--- config.mk ---
export PLATFORM = sky130hd
export DESIGN_NAME = acm_mapper
export DESIGN_NICKNAME = d
export VERILOG_FILES = /design/src/core/acm_pkg.sv /design/src/core/acm_mapper.sv
export VERILOG_INCLUDE_DIRS = /design/src /design/src/core
export SDC_FILE = /design/constraint.sdc
export NUM_CORES = 1
export LEC_CHECK = 0
export BUFFER_PORTS_ARGS = -buffer_cell sky130_fd_sc_hd__buf_2
export CAP_MARGIN = 0
export CORE_MARGIN = 1
export CORE_UTILIZATION = 55
export DETAILED_ROUTE_END_ITERATION = 8
export PLACE_DENSITY_LB_ADDON = 0.2
export SETUP_SLACK_MARGIN = 0.15
export SLEW_MARGIN = 20
export SYNTH_ARGS = -nofsm -noshare
export SYNTH_HDL_FRONTEND = slang
export SYNTH_SLANG_ARGS = --single-unit
--- constraint.sdc ---
create_clock -name REF_CLK -period 3.1 [get_ports REF_CLK]
set_input_delay 0 -clock REF_CLK [delete_from_list [all_inputs] [get_ports REF_CLK]]
set_output_delay 0 -clock REF_CLK [all_outputs]
set_load 0.005 [all_outputs]
--- src/core/acm_map.svh ---
// register offsets, field positions, reset values and counts of the attribute colour mapper
`ifndef ACM_MAP_SVH
`define ACM_MAP_SVH

`define ACM_PORT_SHARED    16'h03c0
`define ACM_PORT_RDATA     16'h03c1
`define ACM_PORT_STAT_MONO 16'h03ba
`define ACM_PORT_STAT_COLR 16'h03da

`define ACM_IDX_MODE       5'h10
`define ACM_IDX_PLANE      5'h12
`define ACM_IDX_PAN        5'h13
`define ACM_IDX_CSEL       5'h14
`define ACM_IDX_MAP_LAST   5'h0f

`define ACM_BIT_VIDEO_EN   5
`define ACM_BIT_P54_SEL    7
`define ACM_BIT_WIDE       6
`define ACM_BIT_PAN_UPPER  5
`define ACM_BIT_BLINK      3
`define ACM_BIT_LINE_GFX   2
`define ACM_BIT_MONO       1
`define ACM_BIT_GRAPHICS   0

`define ACM_LINE_GFX_LO    8'hb0
`define ACM_LINE_GFX_HI    8'hdf

`define ACM_RST_REG        8'h00
`define ACM_BUF_DEPTH      2

`endif

--- src/core/acm_pkg.sv ---
// types shared by the attribute colour mapper
package acm_pkg;
  typedef enum logic {ACM_FF_INDEX, ACM_FF_DATA} acm_ff_t;
  typedef enum logic [1:0] {ACM_CELL_8, ACM_CELL_9, ACM_CELL_PSEUDO9} acm_cell_t;
endpackage

--- src/core/acm_mapper.sv ---
// attribute colour mapper: indexed host registers and pixel attribute to palette index path
// Behaviour
// each write to the shared port flips between index load and data load
// reading the status port for the current emulation forces index-load state
// index written to shared port selects what the read-data port returns
// reads of the read-data port leave the index/data flip-flop alone
// index bits 4:0 pick registers 00h..14h; index bits 7:6 read zero
// index bit 5 clear blanks pixels to zero and opens the mapping registers
// sixteen mapping registers hold six bits each; bits 7:6 read zero
// mode bit 7 takes index bits 5:4 from colour select bits 1:0
// mode bit 6 pairs two nibbles into one byte every other pixel, bypassing map
// mode bit 5 set limits panning to the upper split region
// mode bit 3 enables blinking; clear makes attribute bit 7 background intensity
// blink phase comes from divided vertical sync using an external rate
// ninth cell pixel is background, or repeats eighth for codes B0h..DFh
// mode bit 1 selects colour or monochrome attribute interpretation
// mode bit 0 selects text or graphics; software keeps it consistent
// plane enable bits 5:4 steer two palette index bits to status bits
// plane enable bits 3:0 force disabled plane bits to zero
// panning value maps to pixel shift by nine, pseudo nine and eight dot cells
// in 256-colour mode even panning values 0..6 shift by half their value; odd values and values above 6 shift by zero
// colour select bits 3:2 supply palette index bits 7:6
// colour select bits 1:0 are alternate index bits 5:4
// sixteen-colour index is select bits, chosen bits 5:4 and map bits 3:0
`timescale 1ns/1ps
`include "acm_map.svh"

module acm_mapper (
  input  wire logic              REF_CLK,
  input  wire logic              RST,
  input  wire logic [15:0]       IO_ADDR,
  input  wire logic              IO_WR,
  input  wire logic              IO_RD,
  input  wire logic [7:0]        IO_WDATA,
  output logic      [7:0]        IO_RDATA,
  output logic                   IO_RD_ACK,
  input  wire logic              MISC_COLOR_EMU,
  input  wire logic              VSYNC,
  input  wire logic [3:0]        BLINK_RATE,
  input  wire acm_pkg::acm_cell_t CELL_MODE,
  input  wire logic              PIX_VALID,
  output logic                   PIX_READY,
  input  wire logic [3:0]        PIX_PLANES,
  input  wire logic [7:0]        PIX_ATTR,
  input  wire logic [7:0]        PIX_CHAR,
  input  wire logic              PIX_FONT,
  input  wire logic              PIX_NINTH,
  input  wire logic              PIX_LOWER,
  output logic                   OUT_VALID,
  input  wire logic              OUT_READY,
  output logic      [7:0]        OUT_INDEX,
  output logic      [3:0]        PAN_PIXELS,
  output logic      [1:0]        STATUS_P54,
  output logic                   GRAPHICS_MODE
);
  import acm_pkg::*;

  acm_ff_t     ff_r;
  logic [7:0]  index_r;
  logic [5:0]  map_r [0:15];
  logic [7:0]  mode_r;
  logic [5:0]  plane_r;
  logic [3:0]  pan_r;
  logic [3:0]  csel_r;
  logic [7:0]  rdata_r;
  logic        rd_ack_r;

  logic        wr_shared;
  logic        rd_data;
  logic        rd_status;
  logic        map_open;
  logic [4:0]  sel;

  assign wr_shared = IO_WR && (IO_ADDR == `ACM_PORT_SHARED);
  assign rd_data   = IO_RD && (IO_ADDR == `ACM_PORT_RDATA);
  assign rd_status = IO_RD && (IO_ADDR == (MISC_COLOR_EMU ? `ACM_PORT_STAT_COLR
                                                         : `ACM_PORT_STAT_MONO));
  assign sel       = index_r[4:0];
  assign map_open  = !index_r[`ACM_BIT_VIDEO_EN];

  // a write in the same cycle as the status read wins: it is the newer request
  always_ff @(posedge REF_CLK) begin
    if (RST) begin
      ff_r <= ACM_FF_INDEX;
    end else if (wr_shared) begin
      ff_r <= (ff_r == ACM_FF_INDEX) ? ACM_FF_DATA : ACM_FF_INDEX;
    end else if (rd_status) begin
      ff_r <= ACM_FF_INDEX;
    end
  end

  always_ff @(posedge REF_CLK) begin
    if (RST) begin
      index_r <= `ACM_RST_REG;
    end else if (wr_shared && ff_r == ACM_FF_INDEX) begin
      index_r <= {2'b00, IO_WDATA[5:0]};
    end
  end

  always_ff @(posedge REF_CLK) begin
    if (RST) begin
      for (int i = 0; i < 16; i++) begin
        map_r[i] <= 6'h00;
      end
      mode_r  <= `ACM_RST_REG;
      plane_r <= 6'h00;
      pan_r   <= 4'h0;
      csel_r  <= 4'h0;
    end else if (wr_shared && ff_r == ACM_FF_DATA) begin
      if (sel <= `ACM_IDX_MAP_LAST) begin
        if (map_open) begin
          map_r[sel[3:0]] <= IO_WDATA[5:0];
        end
      end else begin
        case (sel)
          `ACM_IDX_MODE:  mode_r  <= {IO_WDATA[7:5], 1'b0, IO_WDATA[3:0]};
          `ACM_IDX_PLANE: plane_r <= IO_WDATA[5:0];
          `ACM_IDX_PAN:   pan_r   <= IO_WDATA[3:0];
          `ACM_IDX_CSEL:  csel_r  <= IO_WDATA[3:0];
          default: ;
        endcase
      end
    end
  end

  // closed mapping entries read as zero so software sees them as inaccessible
  function automatic logic [7:0] reg_read(input logic [4:0] s);
    logic [7:0] v;
    v = 8'h00;
    if (s <= `ACM_IDX_MAP_LAST) begin
      v = map_open ? {2'b00, map_r[s[3:0]]} : 8'h00;
    end else begin
      case (s)
        `ACM_IDX_MODE:  v = mode_r;
        `ACM_IDX_PLANE: v = {2'b00, plane_r};
        `ACM_IDX_PAN:   v = {4'h0, pan_r};
        `ACM_IDX_CSEL:  v = {4'h0, csel_r};
        default:        v = 8'h00;
      endcase
    end
    return v;
  endfunction

  always_ff @(posedge REF_CLK) begin
    if (RST) begin
      rdata_r  <= 8'h00;
      rd_ack_r <= 1'b0;
    end else begin
      rd_ack_r <= 1'b0;
      if (IO_RD && IO_ADDR == `ACM_PORT_SHARED) begin
        rdata_r  <= index_r;
        rd_ack_r <= 1'b1;
      end else if (rd_data) begin
        rdata_r  <= reg_read(sel);
        rd_ack_r <= 1'b1;
      end
    end
  end

  assign IO_RDATA      = rdata_r;
  assign IO_RD_ACK     = rd_ack_r;
  assign GRAPHICS_MODE = mode_r[`ACM_BIT_GRAPHICS];

  // vertical sync comes from the timing block on its own schedule, so it is synchronised
  logic       vs_s1_r;
  logic       vs_s2_r;
  logic       vs_s3_r;
  logic [3:0] blink_cnt_r;
  logic       blink_r;

  always_ff @(posedge REF_CLK) begin
    if (RST) begin
      vs_s1_r <= 1'b0;
      vs_s2_r <= 1'b0;
      vs_s3_r <= 1'b0;
    end else begin
      vs_s1_r <= VSYNC;
      vs_s2_r <= vs_s1_r;
      vs_s3_r <= vs_s2_r;
    end
  end

  always_ff @(posedge REF_CLK) begin
    if (RST) begin
      blink_cnt_r <= 4'h0;
      blink_r     <= 1'b0;
    end else if (vs_s2_r && !vs_s3_r) begin
      if (blink_cnt_r >= BLINK_RATE) begin
        blink_cnt_r <= 4'h0;
        blink_r     <= !blink_r;
      end else begin
        blink_cnt_r <= blink_cnt_r + 4'h1;
      end
    end
  end

  function automatic logic [7:0] map16(input logic [3:0] c);
    logic [1:0] p54;
    p54 = mode_r[`ACM_BIT_P54_SEL] ? csel_r[1:0] : map_r[c][5:4];
    return {csel_r[3:2], p54, map_r[c][3:0]};
  endfunction

  // colour nibble before mapping; the ninth pixel repeats the eighth only for line art
  logic       last_font_r;
  logic       font_eff;
  logic       line_char;
  logic [3:0] nib;
  logic       fg_blank;

  assign line_char = (PIX_CHAR >= `ACM_LINE_GFX_LO) && (PIX_CHAR <= `ACM_LINE_GFX_HI);

  always_comb begin
    font_eff = PIX_FONT;
    if (PIX_NINTH) begin
      font_eff = mode_r[`ACM_BIT_LINE_GFX] && line_char && last_font_r;
    end
    fg_blank = mode_r[`ACM_BIT_BLINK] && PIX_ATTR[7] && blink_r;
    nib = 4'h0;
    if (mode_r[`ACM_BIT_GRAPHICS]) begin
      nib = PIX_PLANES & plane_r[3:0];
      if (mode_r[`ACM_BIT_BLINK] && blink_r) begin
        nib[3] = 1'b0;
      end
    end else if (mode_r[`ACM_BIT_MONO]) begin
      nib = (font_eff && !fg_blank) ? {PIX_ATTR[3], 3'b111}
          : {PIX_ATTR[7] && !mode_r[`ACM_BIT_BLINK], 3'b000};
    end else if (font_eff && !fg_blank) begin
      nib = PIX_ATTR[3:0];
    end else begin
      nib = {PIX_ATTR[7] && !mode_r[`ACM_BIT_BLINK], PIX_ATTR[6:4]};
    end
  end

  always_ff @(posedge REF_CLK) begin
    if (RST) begin
      last_font_r <= 1'b0;
    end else if (PIX_VALID && PIX_READY) begin
      last_font_r <= PIX_FONT;
    end
  end

  // wide mode: first nibble is held, the pair goes out as one byte on the second
  logic       wide;
  logic       half_r;
  logic [3:0] first_r;
  logic       take;
  logic       push;
  logic [7:0] push_idx;

  assign wide = mode_r[`ACM_BIT_WIDE];
  assign take = PIX_VALID && PIX_READY;
  assign push = take && (!wide || half_r);

  always_comb begin
    if (!index_r[`ACM_BIT_VIDEO_EN]) begin
      push_idx = 8'h00;
    end else if (wide) begin
      push_idx = {first_r, nib};
    end else begin
      push_idx = map16(nib);
    end
  end

  always_ff @(posedge REF_CLK) begin
    if (RST) begin
      half_r  <= 1'b0;
      first_r <= 4'h0;
    end else if (!wide) begin
      half_r <= 1'b0;
    end else if (take) begin
      half_r  <= !half_r;
      first_r <= nib;
    end
  end

  // two-entry output buffer so a stalled receiver drops no index
  logic [7:0] buf_r [0:`ACM_BUF_DEPTH-1];
  logic       wp_r;
  logic       rp_r;
  logic [1:0] cnt_r;
  logic       pop;

  assign pop       = OUT_VALID && OUT_READY;
  assign PIX_READY = (cnt_r != 2'd2) || OUT_READY;
  assign OUT_VALID = (cnt_r != 2'd0);
  assign OUT_INDEX = buf_r[rp_r];

  always_ff @(posedge REF_CLK) begin
    if (RST) begin
      wp_r  <= 1'b0;
      rp_r  <= 1'b0;
      cnt_r <= 2'd0;
      for (int i = 0; i < `ACM_BUF_DEPTH; i++) begin
        buf_r[i] <= 8'h00;
      end
    end else begin
      if (push) begin
        buf_r[wp_r] <= push_idx;
        wp_r        <= !wp_r;
      end
      if (pop) begin
        rp_r <= !rp_r;
      end
      case ({push, pop})
        2'b10:   cnt_r <= cnt_r + 2'd1;
        2'b01:   cnt_r <= cnt_r - 2'd1;
        default: cnt_r <= cnt_r;
      endcase
    end
  end

  // status bits follow the index leaving the buffer
  always_ff @(posedge REF_CLK) begin
    if (RST) begin
      STATUS_P54 <= 2'b00;
    end else if (pop) begin
      case (plane_r[5:4])
        2'b00:   STATUS_P54 <= {OUT_INDEX[2], OUT_INDEX[0]};
        2'b01:   STATUS_P54 <= {OUT_INDEX[5], OUT_INDEX[4]};
        2'b10:   STATUS_P54 <= {OUT_INDEX[3], OUT_INDEX[1]};
        default: STATUS_P54 <= {OUT_INDEX[7], OUT_INDEX[6]};
      endcase
    end
  end

  // undefined table entries shift by zero rather than something arbitrary
  function automatic logic [3:0] pan_shift(input logic [3:0] v, input acm_cell_t cm,
                                           input logic w);
    logic [3:0] s;
    s = 4'h0;
    if (w) begin
      s = (v[0] || v > 4'h6) ? 4'h0 : {1'b0, v[3:1]};
    end else if (v > 4'h8) begin
      s = 4'h0;
    end else begin
      case (cm)
        ACM_CELL_9:      s = (v == 4'h8) ? 4'h0 : v + 4'h1;
        ACM_CELL_PSEUDO9: s = (v == 4'h8) ? 4'h0 : (v == 4'h7) ? 4'h7 : v + 4'h1;
        default:         s = (v == 4'h8) ? 4'h0 : v;
      endcase
    end
    return s;
  endfunction

  always_ff @(posedge REF_CLK) begin
    if (RST) begin
      PAN_PIXELS <= 4'h0;
    end else if (PIX_LOWER && mode_r[`ACM_BIT_PAN_UPPER]) begin
      PAN_PIXELS <= 4'h0;
    end else begin
      PAN_PIXELS <= pan_shift(pan_r, CELL_MODE, wide);
    end
  end

  AST_FF_TOGGLE: assert property (@(posedge REF_CLK) disable iff (RST)
    wr_shared |=> ff_r != $past(ff_r)) else $error("shared port write did not flip state");

  AST_STATUS_RESET: assert property (@(posedge REF_CLK) disable iff (RST)
    rd_status && !wr_shared |=> ff_r == ACM_FF_INDEX) else $error("status read kept data state");

  AST_RD_ANSWER: assert property (@(posedge REF_CLK) disable iff (RST)
    rd_data |=> IO_RD_ACK && IO_RDATA == reg_read($past(sel)))
    else $error("read-data port answer wrong");

  AST_RD_KEEPS: assert property (@(posedge REF_CLK) disable iff (RST)
    rd_data && !wr_shared |=> $stable(ff_r)) else $error("data read moved the flip-flop");

  AST_RSVD_ZERO: assert property (@(posedge REF_CLK) disable iff (RST)
    IO_RD_ACK && $past(sel) != `ACM_IDX_MODE |-> IO_RDATA[7:6] == 2'b00)
    else $error("reserved high bits not zero");

  AST_BLANK: assert property (@(posedge REF_CLK) disable iff (RST)
    push && map_open |-> push_idx == 8'h00) else $error("pixel not blanked");

  AST_P76: assert property (@(posedge REF_CLK) disable iff (RST)
    push && !wide && !map_open |-> push_idx[7:6] == csel_r[3:2])
    else $error("upper palette bits wrong");

  AST_P54_ALT: assert property (@(posedge REF_CLK) disable iff (RST)
    push && !wide && !map_open && mode_r[7] |-> push_idx[5:4] == csel_r[1:0])
    else $error("alternate bits 5:4 not used");

  AST_WIDE_RATE: assert property (@(posedge REF_CLK) disable iff (RST)
    push && wide ##1 wide |-> !push) else $error("wide mode pushed twice in a row");

  AST_PAN_SPLIT: assert property (@(posedge REF_CLK) disable iff (RST)
    PIX_LOWER && mode_r[5] |=> PAN_PIXELS == 4'h0) else $error("lower region panned");

endmodule

; After elaboration in Yosys (flattened, before gate mapping)
; Memory sizes are Yosys's and may differ from the RTL's. A register that Yosys moved wholly into a read port is not among the register bits.
; Index checks and enable logic that the tools add are counted.
[op_classes]
n_addsub = 4
multipliers = 0
div = 0
magnitude_cmp = 6
n_eq_ne = 16
n_shift = 0
muxes = 51
bitwise_logic = 4
reduce_logical = 45
[op_table]
columns = operator, count
row1 = $mux 4, 14
row2 = $mux 8, 6
row3 = $eq 16x10->1 const B, 2
row4 = $pmux 8 s4, 1
row5 = $mux 1, 22
row6 = $eq 5x5->1 const B, 4
row7 = $logic_and 1x1->1, 19
row8 = $eq 16x10->1, 1
row9 = $mux 6, 2
row10 = $reduce_and 3->1, 4
row11 = $add 4x1->4 const B, 2
row12 = $ge 8x8->1 const B, 1
row13 = $le 8x8->1 const B, 1
row14 = $logic_not 1->1, 8
row15 = $pmux 4 s2, 1
row16 = $reduce_bool 2->1, 4
row17 = $reduce_or 8->1, 1
row18 = $mux 7, 1
row19 = $eq 2x1->1 const B, 3
row20 = $eq 2x2->1 const B, 3
row21 = $pmux 2 s3, 1
row22 = $reduce_or 6->1, 1
row23 = $le 5x4->1 const B, 1
row24 = $and 4x4->4, 1
row25 = 16 further kinds, 22
[word_totals]
regBits = 61
latch_bits = 0
ram_bits = 112
romBits = 0
output_inout_bits = 26
elab_cells = 149
n_memories = 2
[mem_list]
columns = name, depth, width, read_ports, rd_clocked_by_memory_dff, wr, line_no
row1 = map_r, 16, 6, 2, 1, 16, acm_mapper.sv:60  ; logic [5:0] map_r [0:15];
row2 = buf_r, 2, 8, 1, 1, 2, acm_mapper.sv:277  ; logic [7:0] buf_r [0:`ACM_BUF_DEPTH-1];

; Logic depth before layout (Yosys ltp)
; An unclocked memory read counts as a cell.
[logic_depth]
word_depth = 14
mapped_depth = 11
depth_no_buf = 9

; Worst setup path after synthesis
; OpenSTA, ideal clock, no wires.
[synth_timing]
path_type = register to register
from = reg mode_r[3]
to = mem buf_r[1][1] (data pin)
setup_ns = 0.273
t_arrival_ns = 2.354
required_time_ns = 2.827
slack_ns = 0.473
stages_incl_launch_ff = 9
n_path_buf = 0
period_less_slack_ns = 2.627
path_cell_list = dfxtp_1 > and2_4 > a221o_4 > o41a_1 > nand2_4 > mux2i_1 > mux2i_1 > a2111oi_1 > nor3_1
[synth_rtl]
columns = element, line_no
row1 = "start, declared", acm_mapper.sv:61  ; logic [7:0] mode_r;
row2 = "start signal, assigned", acm_mapper.sv:105  ; mode_r <= `ACM_RST_REG;
row3 = "start signal, assigned", acm_mapper.sv:116  ; `ACM_IDX_MODE: mode_r <= {IO_WDATA[7:5], 1'b0, IO_WDATA[3:0]};
row4 = "end, declared", acm_mapper.sv:277

==> results.md <==
* Post-Synthesis Cells at 897
* Worst vdd rail ir drop at just under 0.0004 V
* Routed wire length at about 26000 µm
* CTS root buffer: sky130_fd_sc_hd__clkbuf_16
* Clock insertion delay at the later pin of the skew report at between 0.4 and 0.5 ns
* Tcrit/Tclk final at between 90 and 100%
* Antenna cells at 0
* Effective utilization at floorplan at 56.88%
* Number of pins with negative max-slew slack in the final report at 0
* Routed len/inst at between 20 and 25 µm
* Synth-to-layout area growth at 15.60%
* Category of the critical setup timing path: reg2reg
* Setup crit start kind: flip-flop
* Flip-flop and latch count after synthesis at about 180
* Clk_skew at approximately 0.012 ns
* Power per unit of standard cell area at roughly 500 nW/µm²
* Remaining Overflow, GRT at 0
* Ys Warns at 0
* Endpoints failing setup at 0
* Min Clock Period, post-route at ~2.9 ns
* Total DRC errors in the routed layout at 0
* Area of placed instances at 10210 µm²
* Number of buffers inserted by port buffering at just over 80
* Number of detailed-routing iterations run before antenna repair at 5
* Dpl hpwl at approximately 19000 µm
* Sink Count at around 180
* Critical path capture point type: flip-flop
* FF-to-FF setup slack at about 0.22 ns
* Die area at roughly 18000 µm²
* DR vias/cell at 6.142
* Highest-delay cell along the critical path: sky130_fd_sc_hd__a221o_4
* Setup repair after global routing missed its margin: false
* Number of global-route vias before repair at a little under 7000
* Wire length of the first global-routing pass at between 30000 and 40000 µm
* Maximum clock frequency at between 0.3 and 0.4 GHz
* Outcome: finished clean
* Die extent in x at 133.4 µm
* Placed cell count at 1176
* Sequential fraction of the synthesis area at around half
* Critical path's top delay family: compound AO/OA/AOI/OAI gates
* Max-capacitance violation count at 0
* CP bufs+invs at 2
* Highest cell delay on the worst timing path at 0.49 ns
* Core footprint at 16700 µm²
* Relative max-transition margin at between 30% and 40%
* Top fanout value on the critical path at 13
* Post-Synthesis Net Count at ~970
* Overall fraction of global-route tracks in use at 30.40%
* Required time at the endpoint of the critical path at 3.35 ns
* Maximum buffer depth of the clock tree at 2
* Total negative slack for setup checks at 0 ns
* Syn avg cell area at 10.59 µm²
* Number of antenna violations at the first check in global routing at 0
* Post-CTS clock slew at the launch and capture registers of the worst setup and hold paths at 0.07 ns
* Gp weighted congestion at just under 1
* H-tree levels at 4
* Top-level port count at 87
* Cell with the most instances on the worst path: sky130_fd_sc_hd__buf_4
* Final layout net count at 1062
* Leak at 4.125 nW
* List of cells traversed by the critical path: and2_4, a221o_4, o41ai_4, or2_1, buf_4, a211oi_2, a2111oi_2, nor4bb_2, buf_4, a211oi_1
* Clock tree from TritonCTS: built
* Path type of the worst min-delay path: in2reg
* Drt first-iter violations at 1022
* Post-route non-filler standard cell count at roughly 1200
* Number of distinct library cell variants in the gate-level netlist after synthesis at 71
* Total vias in the final route at 7518
* Least-Margin Pin Slew at about 0.9 ns
* Layout cell share with drive strength beyond 1 at 23.90%
* Share of flip-flops with an asynchronous set or reset at 0%
* Height of the chip at around 130 µm
* Maximum number of pins on one net before global-route repair at slightly above 40
* Syn Std Cell Area at between 9000 and 10000 µm²
* Post-route cell area at about 11000 µm²
* Final Hold Fails at 0
* Number of buffers inserted during clock tree synthesis at 17
* Synth Flop Type: sky130_fd_sc_hd__edfxtp_1
* Row count at 47
* Number of enable flip-flop cells after synthesis at 112
* Arrival time worst endpoint at 3.14 ns
* Power, Total at between 5 and 6 mW
* Final antenna-violating net count at 0
==> registers in the layout, indices dropped and copies added (netlist names), 2 cells and up, named ones only <==
name	cells
IO_RDATA	8
PAN_PIXELS	4
STATUS_P54	2
blink_cnt_r	4
buf_r	16
cnt_r	2
csel_r	4
first_r	4
index_r	6
map_r	96
mode_r	7
pan_r	4
plane_r	6
==> worst reg2reg max path, delay by kind of cell (launching register included) <==
kind | cells | cell delay (ns)
buffers and inverters | 2 | 0.38
AOI/OAI and AO/OA | 5 | 1.49
DFF | 1 | 0.35
and+or+nand+nor | 3 | 0.50
==> kinds of logic (layout without fill, tap and decap cells) <==
kind of cell | after synthesis | after routing | synth area share, %
compound gates | 134 | 134 | 10.33
xor+xnor | 9 | 9 | 0.8298
fa+ha+maj | 10 | 10 | 1.317
buf+inv | 68 | 175 | 3.148
flops | 178 | 178 | 49.32
mux | 78 | 78 | 12.37
simple gates | 420 | 420 | 22.70
==> layout by cell type, fill, tap and decap left out, types with 4 or more instances in the layout <==
master	n
sky130_fd_sc_hd__a2111oi_2	4
sky130_fd_sc_hd__a211oi_1	9
sky130_fd_sc_hd__a21oi_1	43
sky130_fd_sc_hd__a22oi_1	12
sky130_fd_sc_hd__a31oi_1	6
sky130_fd_sc_hd__a32oi_1	4
sky130_fd_sc_hd__and2_1	99
sky130_fd_sc_hd__and3_1	7
sky130_fd_sc_hd__buf_2	82
sky130_fd_sc_hd__buf_4	32
sky130_fd_sc_hd__clkbuf_16	18
sky130_fd_sc_hd__dfxtp_1	66
sky130_fd_sc_hd__dlygate4sd3_1	10
sky130_fd_sc_hd__edfxtp_1	112
sky130_fd_sc_hd__ha_1	10
sky130_fd_sc_hd__inv_1	15
sky130_fd_sc_hd__mux2_2	15
sky130_fd_sc_hd__mux2i_1	33
sky130_fd_sc_hd__mux4_2	30
sky130_fd_sc_hd__nand2_1	82
sky130_fd_sc_hd__nand2b_1	10
sky130_fd_sc_hd__nand3_1	52
sky130_fd_sc_hd__nand4_1	8
sky130_fd_sc_hd__nor2_1	85
sky130_fd_sc_hd__nor2b_1	10
sky130_fd_sc_hd__nor3_1	15
sky130_fd_sc_hd__nor4_1	8
sky130_fd_sc_hd__o211ai_1	4
sky130_fd_sc_hd__o21ai_0	16
sky130_fd_sc_hd__or2_2	21
sky130_fd_sc_hd__xnor2_1	4
sky130_fd_sc_hd__xor2_1	5
==> what timing repair did <==
action / CTS / global route
gates resized for setup: 0 / 8
hold buffers: 10 / 0
endpoints found under the hold margin: 10 / 0
endpoints found under the setup margin: 0 / 10
buffers inserted: 0 / 6
==> per-stage QoR <==
stage / setup WS, ns / hold slack [ns] / util [%]
detailed placement: 0.1877 / 0.2315 / 61.16
floorplan: 0.4729 / 0.1254 / -
CTS: 0.1645 / 0.007858 / 65.19
global route: 0.09577 / 0.04353 / 65.75
finish: 0.2164 / 0.02755 / 65.75
global placement: 0.2587 / 0.2146 / 61.16
==> power by group <==
part           internal, mW  switching (mW)  total, mW
Combinational         0.315           0.394      0.709
Clock                  1.18           0.923       2.11
Sequential             2.62          0.0838       2.70
==> per-layer routing <==
metal  global-route usage [%]  vias up  part of all wire [%]
met1                    42.89     3611                    43
met3                    6.507       60                   8.4
met4                    12.63        0                   3.1
met2                    45.57      381                    46
li1                         -     3466                     -
met5                        0        -                     0
==> final timing paths <==
check                                  start       endpoint  depth (start not counted)
worst max-delay path               mode_r[3]    buf_r[0][0]                         10
worst min-delay path            CELL_MODE[0]  PAN_PIXELS[3]                          4
worst min register to register       vs_s1_r        vs_s2_r                          1
worst max register to register     mode_r[3]    buf_r[0][0]                         10
==> Yosys cell counts (8+ instances only) <==
master                     count  area share [%]
sky130_fd_sc_hd__a211oi_1      9            0.71
sky130_fd_sc_hd__a21oi_1      43             2.3
sky130_fd_sc_hd__a22oi_1      12            0.95
sky130_fd_sc_hd__and2_1       99             6.5
sky130_fd_sc_hd__clkbuf_1     39             1.5
sky130_fd_sc_hd__dfxtp_1      66              14
sky130_fd_sc_hd__edfxtp_1    112              35
sky130_fd_sc_hd__ha_1         10             1.3
sky130_fd_sc_hd__inv_1        15            0.59
sky130_fd_sc_hd__mux2_2       15             1.8
sky130_fd_sc_hd__mux2i_1      33             3.5
sky130_fd_sc_hd__mux4_2       30             7.1
sky130_fd_sc_hd__nand2_1      82             3.2
sky130_fd_sc_hd__nand2b_1     10            0.66
sky130_fd_sc_hd__nand3_1      54             2.8
sky130_fd_sc_hd__nand4_1       8            0.53
sky130_fd_sc_hd__nor2_1       85             3.4
sky130_fd_sc_hd__nor2b_1      10            0.66
sky130_fd_sc_hd__nor3_1       15            0.79
sky130_fd_sc_hd__nor4_1       10            0.66
sky130_fd_sc_hd__o21ai_0      16            0.84
sky130_fd_sc_hd__or2_2        21             1.4
==> cell type report <==
class | count | area [µm²]
Multi-Input combinational cell | 651 | 4577
Clock buffer | 21 | 471.7
Inverter | 16 | 60.06
Sequential cell | 178 | 4684
Tap cell | 220 | 275.3
Clock inverter | 11 | 101.3
Fill cell | 1347 | 5720
Timing Repair Buffer | 127 | 810.8
Power figures use the tool's default switching activity.
